===== config.mk =====
export PLATFORM = sky130hd
export DESIGN_NAME = port_latch_read_write
export DESIGN_NICKNAME = d
export VERILOG_FILES = /design/src/port_pkg.sv /design/src/port_bank.sv /design/src/port_latch_read_write.sv
export SDC_FILE = /design/constraint.sdc
export NUM_CORES = 1
export LEC_CHECK = 0
export ABC_CLOCK_PERIOD_IN_PS = 2850
export BUFFER_PORTS_ARGS = -buffer_cell sky130_fd_sc_hd__buf_2
export CAP_MARGIN = 5
export CORE_AREA = 4 4 116 118
export CTS_CLUSTER_SIZE = 28
export DETAILED_ROUTE_END_ITERATION = 10
export DIE_AREA = 0 0 120 122
export GPL_ROUTABILITY_DRIVEN = 0
export MAX_ROUTING_LAYER = met4
export PLACE_DENSITY = 0.85
export SETUP_SLACK_MARGIN = 0.4
export SLEW_MARGIN = 20
export SYNTH_ARGS = -nofsm -noshare
export SYNTH_HDL_FRONTEND = slang
export SYNTH_SLANG_ARGS = --single-unit

===== constraint.sdc =====
create_clock -name sys_clk -period 2.85 [get_ports sys_clk]
set_input_delay 0 -clock sys_clk [delete_from_list [all_inputs] [get_ports sys_clk]]
set_output_delay 0 -clock sys_clk [all_outputs]
set_load 0.02 [all_outputs]

===== src/port_pkg.sv =====
package port_pkg;

	// port widths
	localparam int unsigned PORT_A_W = 8;
	localparam int unsigned CLK_W    = 4;
	localparam int unsigned ADDR_W   = 8;

	// register byte offsets
	localparam logic [ADDR_W-1:0] OFF_PORT_DATA  = 8'h00;
	localparam logic [ADDR_W-1:0] OFF_PORT_DIR   = 8'h04;
	localparam logic [ADDR_W-1:0] OFF_ANALOG_CFG = 8'h08;
	localparam logic [ADDR_W-1:0] OFF_ANALOG_SEL = 8'h0C;
	localparam logic [ADDR_W-1:0] OFF_BIT_MANIP  = 8'h10;
	localparam logic [ADDR_W-1:0] OFF_OPERATE    = 8'h14;
	localparam logic [ADDR_W-1:0] OFF_CLK_DATA   = 8'h18;
	localparam logic [ADDR_W-1:0] OFF_CLK_DIR    = 8'h1C;
	localparam logic [ADDR_W-1:0] OFF_OSC_MODE   = 8'h20;
	localparam logic [ADDR_W-1:0] OFF_STATUS     = 8'h24;
	localparam logic [ADDR_W-1:0] OFF_PIN_LEVEL  = 8'h28;

	// reset values
	localparam logic [PORT_A_W-1:0] DIR_A_RESET   = 8'hFF;
	localparam logic [CLK_W-1:0]    DIR_C_RESET   = 4'hF;
	localparam logic [PORT_A_W-1:0] ANALOG_RESET  = 8'h00;
	localparam logic [2:0]          ADS_RESET     = 3'h0;
	localparam logic [7:0]          OSC_RESET     = 8'h00;

	// bit manipulation word: [2:0] bit, [3] value, [8] port select
	localparam int unsigned BIT_IDX_LSB  = 0;
	localparam int unsigned BIT_VAL_POS  = 3;
	localparam int unsigned BIT_PORT_POS = 8;
	// operate word: [7:0] operand, [10:8] code, [12] port select
	localparam int unsigned OP_CODE_LSB  = 8;
	localparam int unsigned OP_PORT_POS  = 12;
	// oscillator mode fields
	localparam int unsigned OSC_MAIN_XTAL = 0;
	localparam int unsigned OSC_MAIN_EXT  = 1;
	localparam int unsigned OSC_SUB_XTAL  = 2;
	localparam int unsigned OSC_SUB_EXT   = 3;
	// clock pins taken by each oscillator function and by debug
	localparam logic [CLK_W-1:0] PINS_MAIN_XTAL = 4'h3;
	localparam logic [CLK_W-1:0] PINS_MAIN_EXT  = 4'h2;
	localparam logic [CLK_W-1:0] PINS_SUB_XTAL  = 4'hC;
	localparam logic [CLK_W-1:0] PINS_SUB_EXT   = 4'h8;
	localparam logic [CLK_W-1:0] PINS_DEBUG     = 4'h3;

	// bus answers
	localparam logic [1:0] RESP_OKAY   = 2'h0;
	localparam logic [1:0] RESP_SLVERR = 2'h2;

	typedef enum logic [2:0] {
		OP_AND = 3'h0,
		OP_OR  = 3'h1,
		OP_XOR = 3'h2,
		OP_ADD = 3'h3,
		OP_SUB = 3'h4
	} op_t;

	typedef enum logic [1:0] {
		WR_IDLE = 2'h1,
		WR_RESP = 2'h2
	} wr_state_t;

	typedef enum logic [1:0] {
		RD_IDLE = 2'h1,
		RD_DATA = 2'h2
	} rd_state_t;

	// arithmetic or logic step on an 8-bit operand
	function automatic logic [7:0] apply_op(input logic [7:0] a, input logic [7:0] b, input logic [2:0] code);
		logic [7:0] r;
		r = a;
		case (code)
			OP_AND: r = a & b;
			OP_OR:  r = a | b;
			OP_XOR: r = a ^ b;
			OP_ADD: r = 8'(a + b);
			OP_SUB: r = 8'(a - b);
			default: r = a;
		endcase
		return r;
	endfunction : apply_op

	// replace one bit of a byte
	function automatic logic [7:0] put_bit(input logic [7:0] a, input logic [2:0] idx, input logic val);
		logic [7:0] r;
		r = a;
		r[idx] = val;
		return r;
	endfunction : put_bit

endpackage : port_pkg


===== src/port_bank.sv =====
`timescale 1ns/1ns
module port_bank
	import port_pkg::*;
#(
	parameter int unsigned      WIDTH     = 8,
	parameter logic [WIDTH-1:0] DIR_RESET = {WIDTH{1'b1}}
)
(
	// clock and reset
	input  wire logic             sys_clk,
	input  wire logic             rst,
	// register side
	input  wire logic             latch_we,
	input  wire logic [WIDTH-1:0] latch_wdata,
	input  wire logic             dir_we,
	input  wire logic [WIDTH-1:0] dir_wdata,
	input  wire logic [WIDTH-1:0] release_mask,
	// state seen by software
	output logic      [WIDTH-1:0] latch,
	output logic      [WIDTH-1:0] dir,
	output logic      [WIDTH-1:0] read_value,
	// pins
	input  wire logic [WIDTH-1:0] pin_in,
	output logic      [WIDTH-1:0] pin_out,
	output logic      [WIDTH-1:0] pin_oe
);

	// [RL2] [RL3] latch changes only on write, zero at reset
	always_ff @(posedge sys_clk)
	begin
		if (rst)
			latch <= '0;
		else if (latch_we)
			latch <= latch_wdata;
	end

	// [RL7] direction, 1 selects input
	always_ff @(posedge sys_clk)
	begin
		if (rst)
			dir <= DIR_RESET;
		else if (dir_we)
			dir <= dir_wdata;
	end

	// [RL17] every bit has its own latch, direction, driver, sampler
	// [RL5] [RL6] inputs read the pin, outputs read the latch
	assign read_value = (dir & pin_in) | (~dir & latch);
	// [RL1] [RL4] driver on only for output bits not released
	assign pin_out    = latch;
	assign pin_oe     = ~dir & ~release_mask;

endmodule : port_bank


===== src/port_latch_read_write.sv =====
// What this block does
// [RL1] output mode: write loads latch, pin drives it
// [RL2] latch holds value until next write
// [RL3] reset clears every output latch bit
// [RL4] input mode: write updates latch, pin undriven
// [RL5] output bit reads return latch value
// [RL6] input bit reads return pin level
// [RL7] direction bit one selects input
// [RL8] output-mode operation uses latch operand, writes back
// [RL9] input-mode operation uses pin level operand
// [RL10] bit set/clear is byte read-modify-write
// [RL11] software rewrites latch before switching to output
// [RL12] analog config and direction pick pin function
// [RL13] oscillator mode resets to zero, pins are ports
// [RL14] software selects oscillator mode before clock use
// [RL15] selected clock pins ignore direction and latch
// [RL16] segment and crystal pins double as debug pins
// [RL17] eight independent bits, each with own controls
//
// The placing of the registers and the AXI4-Lite register port are this design's own decisions.
`timescale 1ns/1ns
module port_latch_read_write
	import port_pkg::*;
(
	// clock and reset
	input  wire logic                sys_clk,
	input  wire logic                rst,
	// axi4-lite write address and data
	input  wire logic [ADDR_W-1:0]   awaddr,
	input  wire logic                awvalid,
	output logic                     awready,
	input  wire logic [31:0]         wdata,
	input  wire logic [3:0]          wstrb,
	input  wire logic                wvalid,
	output logic                     wready,
	// axi4-lite write response
	output logic [1:0]               bresp,
	output logic                     bvalid,
	input  wire logic                bready,
	// axi4-lite read
	input  wire logic [ADDR_W-1:0]   araddr,
	input  wire logic                arvalid,
	output logic                     arready,
	output logic [31:0]              rdata,
	output logic [1:0]               rresp,
	output logic                     rvalid,
	input  wire logic                rready,
	// analog-capable port pins
	input  wire logic [PORT_A_W-1:0] port_a_pin_in,
	output logic [PORT_A_W-1:0]      port_a_pin_out,
	output logic [PORT_A_W-1:0]      port_a_pin_oe,
	output logic [PORT_A_W-1:0]      analog_convert_sel,
	// oscillator-capable port pins
	input  wire logic [CLK_W-1:0]    clk_pin_in,
	output logic [CLK_W-1:0]         clk_pin_out,
	output logic [CLK_W-1:0]         clk_pin_oe,
	output logic [CLK_W-1:0]         osc_function,
	// on-chip debug
	input  wire logic                debug_enable,
	input  wire logic [1:0]          seg_pin_in,
	output logic [3:0]               debug_mode_pins
);

	wr_state_t           wr_state;
	rd_state_t           rd_state;
	logic                aw_held;
	logic                w_held;
	logic [ADDR_W-1:0]   wr_addr;
	logic [31:0]         wr_data;
	logic                wr_lane0;
	logic [PORT_A_W-1:0] analog_pin_config;
	logic [2:0]          analog_channel_select;
	logic [7:0]          oscillator_mode_select;

	// write channel handshakes, both parts may come in either order
	assign awready = (wr_state == WR_IDLE) && !aw_held;
	assign wready  = (wr_state == WR_IDLE) && !w_held;
	assign bvalid  = (wr_state == WR_RESP);
	assign arready = (rd_state == RD_IDLE);
	assign rvalid  = (rd_state == RD_DATA);

	wire wr_go  = (wr_state == WR_IDLE) && aw_held && w_held;
	wire aw_hs  = awvalid && awready;
	wire w_hs   = wvalid && wready;
	wire ar_hs  = arvalid && arready;

	// address capture
	always_ff @(posedge sys_clk)
	begin
		if (rst)
		begin
			aw_held <= 1'b0;
			wr_addr <= '0;
		end
		else if (aw_hs)
		begin
			aw_held <= 1'b1;
			wr_addr <= awaddr;
		end
		else if (wr_go)
			aw_held <= 1'b0;
	end

	// data capture; only lane 0 gates register effects
	always_ff @(posedge sys_clk)
	begin
		if (rst)
		begin
			w_held   <= 1'b0;
			wr_data  <= '0;
			wr_lane0 <= 1'b0;
		end
		else if (w_hs)
		begin
			w_held   <= 1'b1;
			wr_data  <= wdata;
			wr_lane0 <= wstrb[0];
		end
		else if (wr_go)
			w_held <= 1'b0;
	end

	// write address decode on the aligned word
	wire [ADDR_W-1:0] wr_word  = {wr_addr[ADDR_W-1:2], 2'b00};
	wire hit_w_data_a  = (wr_word == OFF_PORT_DATA);
	wire hit_w_dir_a   = (wr_word == OFF_PORT_DIR);
	wire hit_w_analog  = (wr_word == OFF_ANALOG_CFG);
	wire hit_w_ads     = (wr_word == OFF_ANALOG_SEL);
	wire hit_w_bit     = (wr_word == OFF_BIT_MANIP);
	wire hit_w_op      = (wr_word == OFF_OPERATE);
	wire hit_w_data_c  = (wr_word == OFF_CLK_DATA);
	wire hit_w_dir_c   = (wr_word == OFF_CLK_DIR);
	wire hit_w_osc     = (wr_word == OFF_OSC_MODE);
	wire hit_w_ro      = (wr_word == OFF_STATUS) || (wr_word == OFF_PIN_LEVEL);
	wire wr_mapped     = hit_w_data_a || hit_w_dir_a || hit_w_analog || hit_w_ads || hit_w_bit || hit_w_op
		|| hit_w_data_c || hit_w_dir_c || hit_w_osc || hit_w_ro;
	wire wr_fire       = wr_go && wr_lane0;

	// write response state
	always_ff @(posedge sys_clk)
	begin
		if (rst)
		begin
			wr_state <= WR_IDLE;
			bresp    <= RESP_OKAY;
		end
		else
		begin
			case (wr_state)
				WR_IDLE:
					if (wr_go)
					begin
						wr_state <= WR_RESP;
						bresp    <= wr_mapped ? RESP_OKAY : RESP_SLVERR;
					end
				WR_RESP:
					if (bready)
						wr_state <= WR_IDLE;
				default:
					wr_state <= WR_IDLE;
			endcase
		end
	end

	logic [PORT_A_W-1:0] pa_latch;
	logic [PORT_A_W-1:0] pa_dir;
	logic [PORT_A_W-1:0] pa_read;
	logic [CLK_W-1:0]    pc_latch;
	logic [CLK_W-1:0]    pc_dir;
	logic [CLK_W-1:0]    pc_read;

	wire [2:0] bit_idx  = wr_data[BIT_IDX_LSB +: 3];
	wire       bit_val  = wr_data[BIT_VAL_POS];
	wire       bit_pc   = wr_data[BIT_PORT_POS];
	wire [7:0] operand  = wr_data[7:0];
	wire [2:0] op_code  = wr_data[OP_CODE_LSB +: 3];
	wire       op_pc    = wr_data[OP_PORT_POS];
	wire [7:0] pc_read8 = {{(8 - CLK_W){1'b0}}, pc_read};

	// [RL8] [RL9] operands come from the read value: latch or pin per bit
	// [RL10] single-bit change rewrites the whole byte from the read value
	wire [7:0] pa_bit_res = put_bit(pa_read, bit_idx, bit_val);
	wire [7:0] pc_bit_res = put_bit(pc_read8, bit_idx, bit_val);
	wire [7:0] pa_op_res  = apply_op(pa_read, operand, op_code);
	wire [7:0] pc_op_res  = apply_op(pc_read8, operand, op_code);

	// [RL1] [RL4] latch write paths, regardless of direction
	wire pa_bit_we = wr_fire && hit_w_bit && !bit_pc;
	wire pa_op_we  = wr_fire && hit_w_op && !op_pc;
	wire pc_bit_we = wr_fire && hit_w_bit && bit_pc && (bit_idx < 3'(CLK_W));
	wire pc_op_we  = wr_fire && hit_w_op && op_pc;
	wire pa_latch_we = (wr_fire && hit_w_data_a) || pa_bit_we || pa_op_we;
	wire pc_latch_we = (wr_fire && hit_w_data_c) || pc_bit_we || pc_op_we;
	wire [7:0] pa_latch_wd = pa_bit_we ? pa_bit_res : (pa_op_we ? pa_op_res : wr_data[7:0]);
	wire [7:0] pc_latch_wd = pc_bit_we ? pc_bit_res : (pc_op_we ? pc_op_res : wr_data[7:0]);

	// software-written configuration
	always_ff @(posedge sys_clk)
	begin
		if (rst)
		begin
			analog_pin_config      <= ANALOG_RESET;
			analog_channel_select  <= ADS_RESET;
			oscillator_mode_select <= OSC_RESET;
		end
		else if (wr_fire)
		begin
			if (hit_w_analog)
				analog_pin_config <= wr_data[PORT_A_W-1:0];
			if (hit_w_ads)
				analog_channel_select <= wr_data[2:0];
			if (hit_w_osc)
				oscillator_mode_select <= wr_data[7:0];
		end
	end

	// [RL12] analog pins never driven; analog with output direction is prohibited
	wire [PORT_A_W-1:0] ads_onehot   = PORT_A_W'(1) << analog_channel_select;
	wire [PORT_A_W-1:0] analog_prohib = analog_pin_config & ~pa_dir;
	assign analog_convert_sel = analog_pin_config & pa_dir & ads_onehot;

	// [RL13] [RL15] oscillator functions claim pins away from the port
	assign osc_function = oscillator_mode_select[CLK_W-1:0];
	wire [CLK_W-1:0] osc_claim =
		(oscillator_mode_select[OSC_MAIN_XTAL] ? PINS_MAIN_XTAL : '0) |
		(oscillator_mode_select[OSC_MAIN_EXT]  ? PINS_MAIN_EXT  : '0) |
		(oscillator_mode_select[OSC_SUB_XTAL]  ? PINS_SUB_XTAL  : '0) |
		(oscillator_mode_select[OSC_SUB_EXT]   ? PINS_SUB_EXT   : '0);
	// [RL16] debug takes the main crystal pins too
	wire [CLK_W-1:0] clk_release = osc_claim | (debug_enable ? PINS_DEBUG : '0);

	port_bank #(
		.WIDTH     (PORT_A_W),
		.DIR_RESET (DIR_A_RESET)
	) u_port_a (
		.sys_clk      (sys_clk),
		.rst          (rst),
		.latch_we     (pa_latch_we),
		.latch_wdata  (pa_latch_wd),
		.dir_we       (wr_fire && hit_w_dir_a),
		.dir_wdata    (wr_data[PORT_A_W-1:0]),
		.release_mask (analog_pin_config),
		.latch        (pa_latch),
		.dir          (pa_dir),
		.read_value   (pa_read),
		.pin_in       (port_a_pin_in),
		.pin_out      (port_a_pin_out),
		.pin_oe       (port_a_pin_oe)
	);

	port_bank #(
		.WIDTH     (CLK_W),
		.DIR_RESET (DIR_C_RESET)
	) u_port_clk (
		.sys_clk      (sys_clk),
		.rst          (rst),
		.latch_we     (pc_latch_we),
		.latch_wdata  (pc_latch_wd[CLK_W-1:0]),
		.dir_we       (wr_fire && hit_w_dir_c),
		.dir_wdata    (wr_data[CLK_W-1:0]),
		.release_mask (clk_release),
		.latch        (pc_latch),
		.dir          (pc_dir),
		.read_value   (pc_read),
		.pin_in       (clk_pin_in),
		.pin_out      (clk_pin_out),
		.pin_oe       (clk_pin_oe)
	);

	// [RL16] debug mode pin levels, registered for a clean output
	always_ff @(posedge sys_clk)
	begin
		if (rst)
			debug_mode_pins <= 4'h0;
		else
			debug_mode_pins <= debug_enable ? {seg_pin_in, clk_pin_in[1:0]} : 4'h0;
	end

	// read address decode; reads never touch any latch
	wire [ADDR_W-1:0] rd_word = {araddr[ADDR_W-1:2], 2'b00};
	wire [31:0] status_word = {23'h0, debug_enable, analog_prohib};
	wire [31:0] level_word  = {20'h0, clk_pin_in, port_a_pin_in};
	wire [31:0] rd_mux =
		(rd_word == OFF_PORT_DATA)  ? {24'h0, pa_read} :
		(rd_word == OFF_PORT_DIR)   ? {24'h0, pa_dir} :
		(rd_word == OFF_ANALOG_CFG) ? {24'h0, analog_pin_config} :
		(rd_word == OFF_ANALOG_SEL) ? {29'h0, analog_channel_select} :
		(rd_word == OFF_CLK_DATA)   ? {28'h0, pc_read} :
		(rd_word == OFF_CLK_DIR)    ? {28'h0, pc_dir} :
		(rd_word == OFF_OSC_MODE)   ? {24'h0, oscillator_mode_select} :
		(rd_word == OFF_STATUS)     ? status_word :
		(rd_word == OFF_PIN_LEVEL)  ? level_word : 32'h0;
	wire rd_mapped = (rd_word == OFF_PORT_DATA) || (rd_word == OFF_PORT_DIR) || (rd_word == OFF_ANALOG_CFG)
		|| (rd_word == OFF_ANALOG_SEL) || (rd_word == OFF_BIT_MANIP) || (rd_word == OFF_OPERATE)
		|| (rd_word == OFF_CLK_DATA) || (rd_word == OFF_CLK_DIR) || (rd_word == OFF_OSC_MODE)
		|| (rd_word == OFF_STATUS) || (rd_word == OFF_PIN_LEVEL);

	// [RL5] [RL6] read data sampled at the address handshake
	always_ff @(posedge sys_clk)
	begin
		if (rst)
		begin
			rd_state <= RD_IDLE;
			rdata    <= 32'h0;
			rresp    <= RESP_OKAY;
		end
		else
		begin
			case (rd_state)
				RD_IDLE:
					if (ar_hs)
					begin
						rd_state <= RD_DATA;
						rdata    <= rd_mux;
						rresp    <= rd_mapped ? RESP_OKAY : RESP_SLVERR;
					end
				RD_DATA:
					if (rready)
						rd_state <= RD_IDLE;
				default:
					rd_state <= RD_IDLE;
			endcase
		end
	end

	wire [7:0] exp_mix  = (pa_dir & port_a_pin_in) | (~pa_dir & pa_latch);
	wire [7:0] exp_mask = 8'h01 << bit_idx;
	wire [7:0] exp_bit  = bit_val ? (exp_mix | exp_mask) : (exp_mix & ~exp_mask);
endmodule : port_latch_read_write


==> results of run 1 <==
-- area by class of cell --
type                            instances  area, um^2  share of cell area
Clock buffer                           11         243              0.0325
Inverter                               42         173              0.0231
Sequential cell                        86        1730               0.232
Multi-Input combinational cell        604        3970               0.530
Timing Repair Buffer                  167        1060               0.142
Clock inverter                          5        80.1              0.0107
Tap cell                              172         215              0.0288
-- synthesized netlist by cell type (6+ instances only) --
master	count
nand3_1	13
o22ai_1	8
o32ai_1	7
nor3_1	15
clkbuf_1	35
o21ai_0	35
a211oi_1	14
buf_4	27
xnor2_1	11
dfxtp_1	86
nor3b_1	7
ha_1	34
nor4_1	7
and2_1	6
mux2i_1	37
a21oi_1	76
nor2_1	105
nand2b_1	9
a22oi_1	9
a211o_1	12
buf_1	7
a311oi_1	6
inv_1	41
o211ai_1	6
mux2_2	6
o221ai_1	6
nor2b_1	24
nand2_1	71
-- registers in the layout, summed over array words and instances (netlist names), 3 cells and up --
| signal | flops |
|---|---|
| analog_channel_select | 3 |
| analog_pin_config | 8 |
| debug_mode_pins | 4 |
| oscillator_mode_select | 8 |
| rdata | 12 |
| u_port_a.dir | 8 |
| u_port_a.latch | 8 |
| u_port_clk.dir | 4 |
| u_port_clk.latch | 4 |
| wr_addr | 6 |
| wr_data | 12 |
-- stage by stage --
step	area (um^2)	std cells
2_1_floorplan	6120	805
3_3_place_gp	6640	1035
3_5_place_dp	6640	1035
4_1_cts	7340	1084
5_1_grt	7470	1087
6_report	7470	1087
-- worst max-delay path: stages (launching register included) --
cell and delay (ns):
dfxtp_4 0.38, or3_4 0.45, o31ai_4 0.19, xnor2_1 0.15, ha_2 0.35, a21oi_2 0.16, o22ai_1 0.12, a21oi_1 0.19
o221ai_1 0.13, o221ai_1 0.21, a211oi_1 0.10
-- path summary, 6_finish.rpt --
check	start	cells past startpoint	end
setup / recovery	wr_data[0]	10	u_port_a.latch[6]
hold / removal	rready	4	rd_state[0]
setup reg to reg	wr_data[0]	10	u_port_a.latch[6]
hold reg to reg	rdata[10]	2	rdata[10]
-- layer usage --
metal	up-vias	GRT usage
met5	-	-
met3	79	0.0404
met1	2924	0.313
li1	2970	-
met2	397	0.407
met4	0	0.120
-- what timing repair did --
item / 4_1_cts / 5_1_grt
hold buffers: 28 / 0
buffers inserted: 5 / 3
hold endpoints to repair: 30 / 0
pin swaps: 7 / 16
gates resized for setup: 15 / 29
setup endpoints to repair: 6 / 12
-- kinds of logic after synthesis --
group / after synthesis
buffers and inverters: 115
other: 1
AND/OR/NAND/NOR: 284
flip-flops: 86
XOR/XNOR: 12
multiplexers: 43
AO/OA/AOI/OAI: 205
adder cells (fa/ha/maj): 38
-- report_power, final --
group | leakage [nW] | total, mW | switching, mW | internal [mW]
clock network | 0.157 | 1.29 | 0.499 | 0.794
logic | 2.35 | 0.926 | 0.541 | 0.384
registers | 0.700 | 1.27 | 0.0392 | 1.24
total | 3.20 | 3.49 | 1.08 | 2.41
==> results.cfg, run 1 <==
[run_status]
status = completed

[synthesis]
main_combinational_cell_family_by_area_after_synthesis = simple AND/OR/NAND/NOR gates
synth_cell_types = 63
syn-mean-instance-area_um2 = 7.59
synth.yosys.seq_area_share = 0.289
postSynthRegisterBits = 86
synth_cells = 784
ys_async_sr_fraction = 0
synth.area.mux_share = 0.0736
synth_top_area_share = 0.289
synth-simple-area-share = 0.225
synth-adder-area-share = 0.0816
netlist_area_um2 = 5950
synth-compound-area-share = 0.220
synth_area_leader_cell = dfxtp_1
number_of_enable_type_register_cells_in_the_synthesized_netlist = 0
synth_xor_area_frac = 0.0177
yosys_warnings = 0
ys_top_cells_by_area = dfxtp_1, ha_1, nor2_1
postSynth.topFlopCell = dfxtp_1

[detailed_routing]
detailroute.wirelength.met3_um = 1700
remaining_drc_errors = 0
violation_count_after_the_first_detailed_route_iteration = 782
top_layer = met4
wirelength_met1_um = 7600
drt_first_pass_iters = 5
via_per_inst = 5.86
antenna_left = 0
vias = 6370
route.final.wire_length_um = 18900
drt-wirelength-per-cell_um = 17.4
routed-wl-met2_um = 8840

[placement]
post-dp-hpwl_um = 12900
pre_cts_ws_ns = 0.157
port-buffer-count = 105

[layout]
num-fill-cells = 1040
finalNetCount = 1020
most_common_cell_after_layout_fill_and_taps_aside = buf_2
drive_above_1_share = 0.230
mostFrequentLayoutCells = buf_2, nor2_1, dfxtp_1
final_core_utilization = 0.600
flow.area_growth_from_synthesis_pct = 25.6
antenna-diode-count = 0

[global_routing]
gr-total-overflow = 0
grt_util_all_layers = 0.253
antenna_found_initial = 0
global_route_wire_length_before_repair_um = 29300
via_count_of_the_first_global_routing_pass = 5874
grt_max_degree = 36

[clock_tree]
worst_skew_pair.late_latency_ns = 0.34
clk_transition_reported_paths_ns = 0.06
cts.root.buffer_cell = clkbuf_16
clock_tree.buffer_depth = 2
tritoncts = done
clock-sinks = 86
htreeDepth = 3
tritoncts.num_buffers = 9

[floorplan]
core.rowCount = 41
floorplan.io_pins = 155
die_w_um = 120
fp.dieH_um = 122
floorplan.initialDensity = 0.477
die_area_um2 = 14600
core-area_um2 = 12500

[sta]
shortest_period_the_worst_path_allows_ns = 2.57
finalHoldViolCount = 0
skew_ns = 0.00939
timing.setup.tns_ns = 0
setup_viol = 0
worst_slew_margin_rel = 0.484
final_critical_path_setup_slack_ns = 0.281
layout_worst_path_cycle_share = 0.901
tightestPinTransition_ns = 0.770
grt_setup_unrepaired = yes
whs_ns = 0.0125
clock.fmax_mhz = 389
slew_viol_final = 0

[worst_hold_path]
hp-class = in2reg

[power_and_ir_drop]
irDropWorstVdd_mv = 0.292
p_per_area_nw_per_um2 = 467
leak_pwr_nw = 3.20
power_mw = 3.49

[run]
drv_cap = 0

[critical_path]
worst-path-max-fanout = 6
cp_data_required_time_ns = 3.05
timing.critical_path.arrival_ns = 2.77
endpoint_kind = flop
cp-start-kind = flop
crit_type = reg2reg
timing.reg2reg.setup_slack_ns = 0.28
Note: power is estimated with default switching activity, not from simulation.
==> run 2: changes to the inputs <==
PLACE_DENSITY = unset   (was 0.85)
PLACE_DENSITY_LB_ADDON = 0.3   (was unset)
==> results.cfg, run 2 (synthesis gave the netlist of run 1 again) <==
[run_status]
status = completed

[floorplan]
floorplan.initialDensity = 0.477
die_area_um2 = 14600
floorplan.io_pins = 155
fp.dieH_um = 122
core-area_um2 = 12500
core.rowCount = 41
die_w_um = 120

[critical_path]
timing.critical_path.arrival_ns = 2.82
critPathBufInv = 2
endpoint_kind = flop
path_cells = or3b_4 > nor2_2 > a21o_1 > inv_1 > ha_1 > a21oi_1 > maj3_2 > o21ai_2 > buf_4 > a31oi_1 > xnor2_1 > a41o_1
worst-path-max-fanout = 3
worst_path_largest_cell_delay_ns = 0.41
crit_slowest_cell = or3b_4
crit_type = reg2reg
worst_path_dominant_cell_family = compound AO/OA/AOI/OAI gates
cp-start-kind = flop
cp_data_required_time_ns = 3.09

[layout]
most_common_cell_after_layout_fill_and_taps_aside = buf_2
num-fill-cells = 1179
flow.area_growth_from_synthesis_pct = 25.9
finalNetCount = 1033
drive_above_1_share = 0.230
antenna-diode-count = 0
mostFrequentLayoutCells = buf_2, nor2_1, dfxtp_1
largestRegisters = rdata (12), wr_data (12)

[detailed_routing]
wirelength_met1_um = 8130
top_layer = met4
drt-wirelength-per-cell_um = 17.0
vias = 6206
remaining_drc_errors = 0
violation_count_after_the_first_detailed_route_iteration = 694
routed-wl-met2_um = 8860
drt_first_pass_iters = 5
via_per_inst = 5.65
antenna_left = 0
detailroute.wirelength.met3_um = 1330
route.final.wire_length_um = 18700

[sta]
skew_ns = 0.00550
setup_viol = 0
worst_slew_margin_rel = 0.492
timing.setup.tns_ns = 0
whs_ns = 0.0164
finalHoldViolCount = 0
grt_setup_unrepaired = yes
tightestPinTransition_ns = 0.752
slew_viol_final = 0
layout_worst_path_cycle_share = 0.907
clock.fmax_mhz = 387
shortest_period_the_worst_path_allows_ns = 2.58

[clock_tree]
clock_tree.buffer_depth = 2
clock-sinks = 86
clk_transition_reported_paths_ns = 0.06
worst_skew_pair.late_latency_ns = 0.35
tritoncts.num_buffers = 9
htreeDepth = 3
cts.root.buffer_cell = clkbuf_16
tritoncts = done

[power_and_ir_drop]
power.share.switching = 0.313
intPower_mw = 2.29
clkPwrFrac = 0.344
power.share.combinational = 0.273
seq_power_share = 0.383
power.net_switching_mw = 1.04
irDropWorstVdd_mv = 0.298
leak_pwr_nw = 3.26
p_per_area_nw_per_um2 = 445

[global_routing]
grt_max_degree = 32
global_route_wire_length_before_repair_um = 29100
grt_util_all_layers = 0.255
gr-total-overflow = 0
antenna_found_initial = 0
via_count_of_the_first_global_routing_pass = 5579

[placement]
post-dp-hpwl_um = 13200
port-buffer-count = 105

[worst_hold_path]
hp-class = in2reg

[run]
drv_cap = 0
[run 2: power groups by stage]
stage / clock network (mW) / registers, mW / logic [mW]
finish: 1.15 / 1.28 / 0.912
global route: 1.21 / 1.28 / 0.988
CTS: 1.16 / 1.27 / 0.812
detailed placement: 0 / 1.30 / 0.732
global placement: 0 / 1.30 / 0.723
floorplan: 0 / 1.30 / 0.561
[run 2: metrics by stage]
stage | setup WS (ns) | utilization | instances | total power [mW] | area [um^2]
6_report | 0.266 | 0.601 | 1099 | 3.34 | 7490
5_1_grt | 0.148 | 0.601 | 1099 | 3.48 | 7490
4_1_cts | 0.306 | 0.588 | 1090 | 3.25 | 7330
3_5_place_dp | 0.255 | 0.535 | 1039 | 2.03 | 6670
3_3_place_gp | 0.272 | 0.535 | 1039 | 2.02 | 6670
2_1_floorplan | 0.257 | - | 805 | 1.86 | 6120
[run 2: timing repair]
item | 4_1_cts | 5_1_grt
buffers inserted | 8 | 9
resized for setup | 11 | 22
hold buffers | 28 | 0
pin swaps | 11 | 22
endpoints found under the setup margin | 6 | 11
endpoints found under the hold margin | 30 | 0
[run 2: cell type report]
cell class / count / area [um^2] / area share
clock buffer: 12 / 268 / 0.0357
clock inverter: 3 / 16.3 / 0.00217
inverter: 42 / 170 / 0.0227
multi-input combinational: 604 / 3930 / 0.525
sequential: 86 / 1730 / 0.231
tap: 172 / 215 / 0.0287
timing repair buffer: 180 / 1160 / 0.155
[run 2: worst paths after layout]
kind              start           endpoint  slack [ns]  depth (start not counted)
min reg2reg   rdata[10]          rdata[10]        0.45                          2
max reg2reg  wr_data[8]  u_port_a.latch[7]        0.27                         12
max          wr_data[8]  u_port_a.latch[7]        0.27                         12
min              rready        rd_state[0]        0.02                          4
[run 2: tightest hold or removal path: cells and delay by family]
kind	cells	cell delay, ns
AOI/OAI and AO/OA	1	0.11
buffers and inverters	2	0.10
and+or+nand+nor	1	0.12
[run 2: per-layer routing]
layer / GRT usage / up-vias
met2: 0.405 / 284
met1: 0.331 / 2891
met5: - / -
met4: 0.0931 / 0
li1: - / 2991
met3: 0.0367 / 40
==> run 3: changes to the inputs <==
BUFFER_PORTS_ARGS = -buffer_cell sky130_fd_sc_hd__clkbuf_2   (was -buffer_cell sky130_fd_sc_hd__buf_2)
==> results.cfg, run 3 (synthesis gave the netlist of run 1 again) <==
[sta]
tightestPinTransition_ns = 0.804
grt_setup_unrepaired = yes
skew_ns = 0.00907
slew_viol_final = 0
setup_viol = 0
whs_ns = 0.0217
layout_worst_path_cycle_share = 0.877
worst_slew_margin_rel = 0.464
shortest_period_the_worst_path_allows_ns = 2.50
clock.fmax_mhz = 400
finalHoldViolCount = 0
timing.setup.tns_ns = 0

[global_routing]
groute.layer.met3.usage = 0.0543
grt_util_all_layers = 0.248
global_route.peak_usage_layer = met2
via_count_of_the_first_global_routing_pass = 5551
global_route_wire_length_before_repair_um = 28300
gr-total-overflow = 0
grt_max_degree = 35
antenna_found_initial = 0
grt_use_met1 = 0.316
use_met2 = 0.390

[detailed_routing]
antenna_left = 0
vias = 6109
violation_count_after_the_first_detailed_route_iteration = 568
route.final.wire_length_um = 18100
remaining_drc_errors = 0
drt_first_pass_iters = 5
via_per_inst = 5.60
drt-wirelength-per-cell_um = 16.6

[power_and_ir_drop]
seq_power_share = 0.377
p_per_area_nw_per_um2 = 454
clkPwrFrac = 0.360
power.net_switching_mw = 1.04
leak_pwr_nw = 3.18
power.share.switching = 0.307
irDropWorstVdd_mv = 0.303
power.share.combinational = 0.263
intPower_mw = 2.34

[critical_path]
critical_path.reg2reg.endpoint = u_port_a.latch[6]
timing.critical_path.arrival_ns = 2.76
critPathBufInv = 1
crit_type = reg2reg
worst_path_largest_cell_delay_ns = 0.42
worst-path-max-fanout = 6
crit_slowest_cell = or3b_4
cp_data_required_time_ns = 3.11
path_depth_of_the_worst_reg2reg_path = 10
cp-start-kind = flop
endpoint_kind = flop
path_cells = or3b_4 > buf_4 > o41ai_2 > xnor2_1 > ha_1 > nand2b_1 > or3b_1 > mux2i_1 > o221ai_1 > a211oi_1
worst_path_dominant_cell_family = simple AND/OR/NAND/NOR gates
path_depth = 10
crit-reg2reg-launch = wr_data[9]
startpoint_of_the_worst_setup_timing_path = wr_data[9]
timing.reg2reg.setup_slack_ns = 0.35
critPathCapture = u_port_a.latch[6]

[layout]
mostFrequentLayoutCells = clkbuf_2, nor2_1, dfxtp_1
drive_above_1_share = 0.224
antenna-diode-count = 0
flow.area_growth_from_synthesis_pct = 25.1
most_common_cell_after_layout_fill_and_taps_aside = clkbuf_2
finalNetCount = 1025
largestRegisters = rdata (12), wr_data (12)
final_core_utilization = 0.597

[clock_tree]
htreeDepth = 3
tritoncts = done
clock_tree.buffer_depth = 2
tritoncts.num_buffers = 9
worst_skew_pair.late_latency_ns = 0.35
cts.root.buffer_cell = clkbuf_16
clk_transition_reported_paths_ns = 0.06
clock-sinks = 86

[run]
drv_cap = 0

[floorplan]
die_area_um2 = 14600
core.rowCount = 41
die_w_um = 120
fp.dieH_um = 122
floorplan.initialDensity = 0.477
floorplan.io_pins = 155
core-area_um2 = 12500

[placement]
port-buffer-count = 105
post-dp-hpwl_um = 13000

[run_status]
status = completed

[worst_hold_path]
hp-class = in2reg
[run 3: power groups by stage]
| stage | clock, mW | sequential, mW | combinational, mW |
|---|---|---|---|
| after floorplan | 0 | 1.30 | 0.561 |
| after CTS | 1.23 | 1.27 | 0.798 |
| after global routing | 1.29 | 1.28 | 0.965 |
| after global placement | 0 | 1.30 | 0.716 |
| final | 1.22 | 1.27 | 0.888 |
| after detailed placement | 0 | 1.30 | 0.724 |
[run 3: through the flow]
stage	setup slack [ns]	instances	cell area, um^2	power (mW)
5_1_grt	0.251	1091	7440	3.53
4_1_cts	0.335	1085	7320	3.30
6_report	0.350	1091	7440	3.38
2_1_floorplan	0.257	805	6120	1.86
3_5_place_dp	0.206	1037	6650	2.03
3_3_place_gp	0.245	1037	6650	2.02
[run 3: layer usage]
metal	up-vias	wire, um
met1	2842	8030
li1	2993	-
met2	249	8310
met4	0	466
met5	-	0
met3	25	1280
[run 3: layout make-up]
class | instances | area (um^2)
sequential | 86 | 1730
fill | 1147 | 5020
timing repair buffer | 172 | 1100
multi-input combinational | 604 | 3920
tap | 172 | 215
clock buffer | 12 | 256
clock inverter | 3 | 43.8
inverter | 42 | 170
[run 3: timing repair]
action / CTS / global route
pin swaps: 13 / 14
endpoints found under the setup margin: 6 / 11
endpoints found under the hold margin: 30 / 0
buffers inserted: 5 / 6
hold buffers: 28 / 0
resized for setup: 12 / 21
[run 3: worst min-delay path: cells and delay by family]
kind	cells	cell delay (ns)
buf+inv	2	0.11
simple gates	1	0.12
compound gates	1	0.11
[run 3: worst min-delay path by stage]
stage / start / end / depth (start not counted)
detailed placement: seg_pin_in[0] / debug_mode_pins[2] / 2
global route: rready / rd_state[0] / 4
global placement: seg_pin_in[0] / debug_mode_pins[2] / 2
finish: rready / rd_state[0] / 4
CTS: araddr[6] / rresp[1] / 3
floorplan: debug_enable / clk_pin_oe[1] / 1
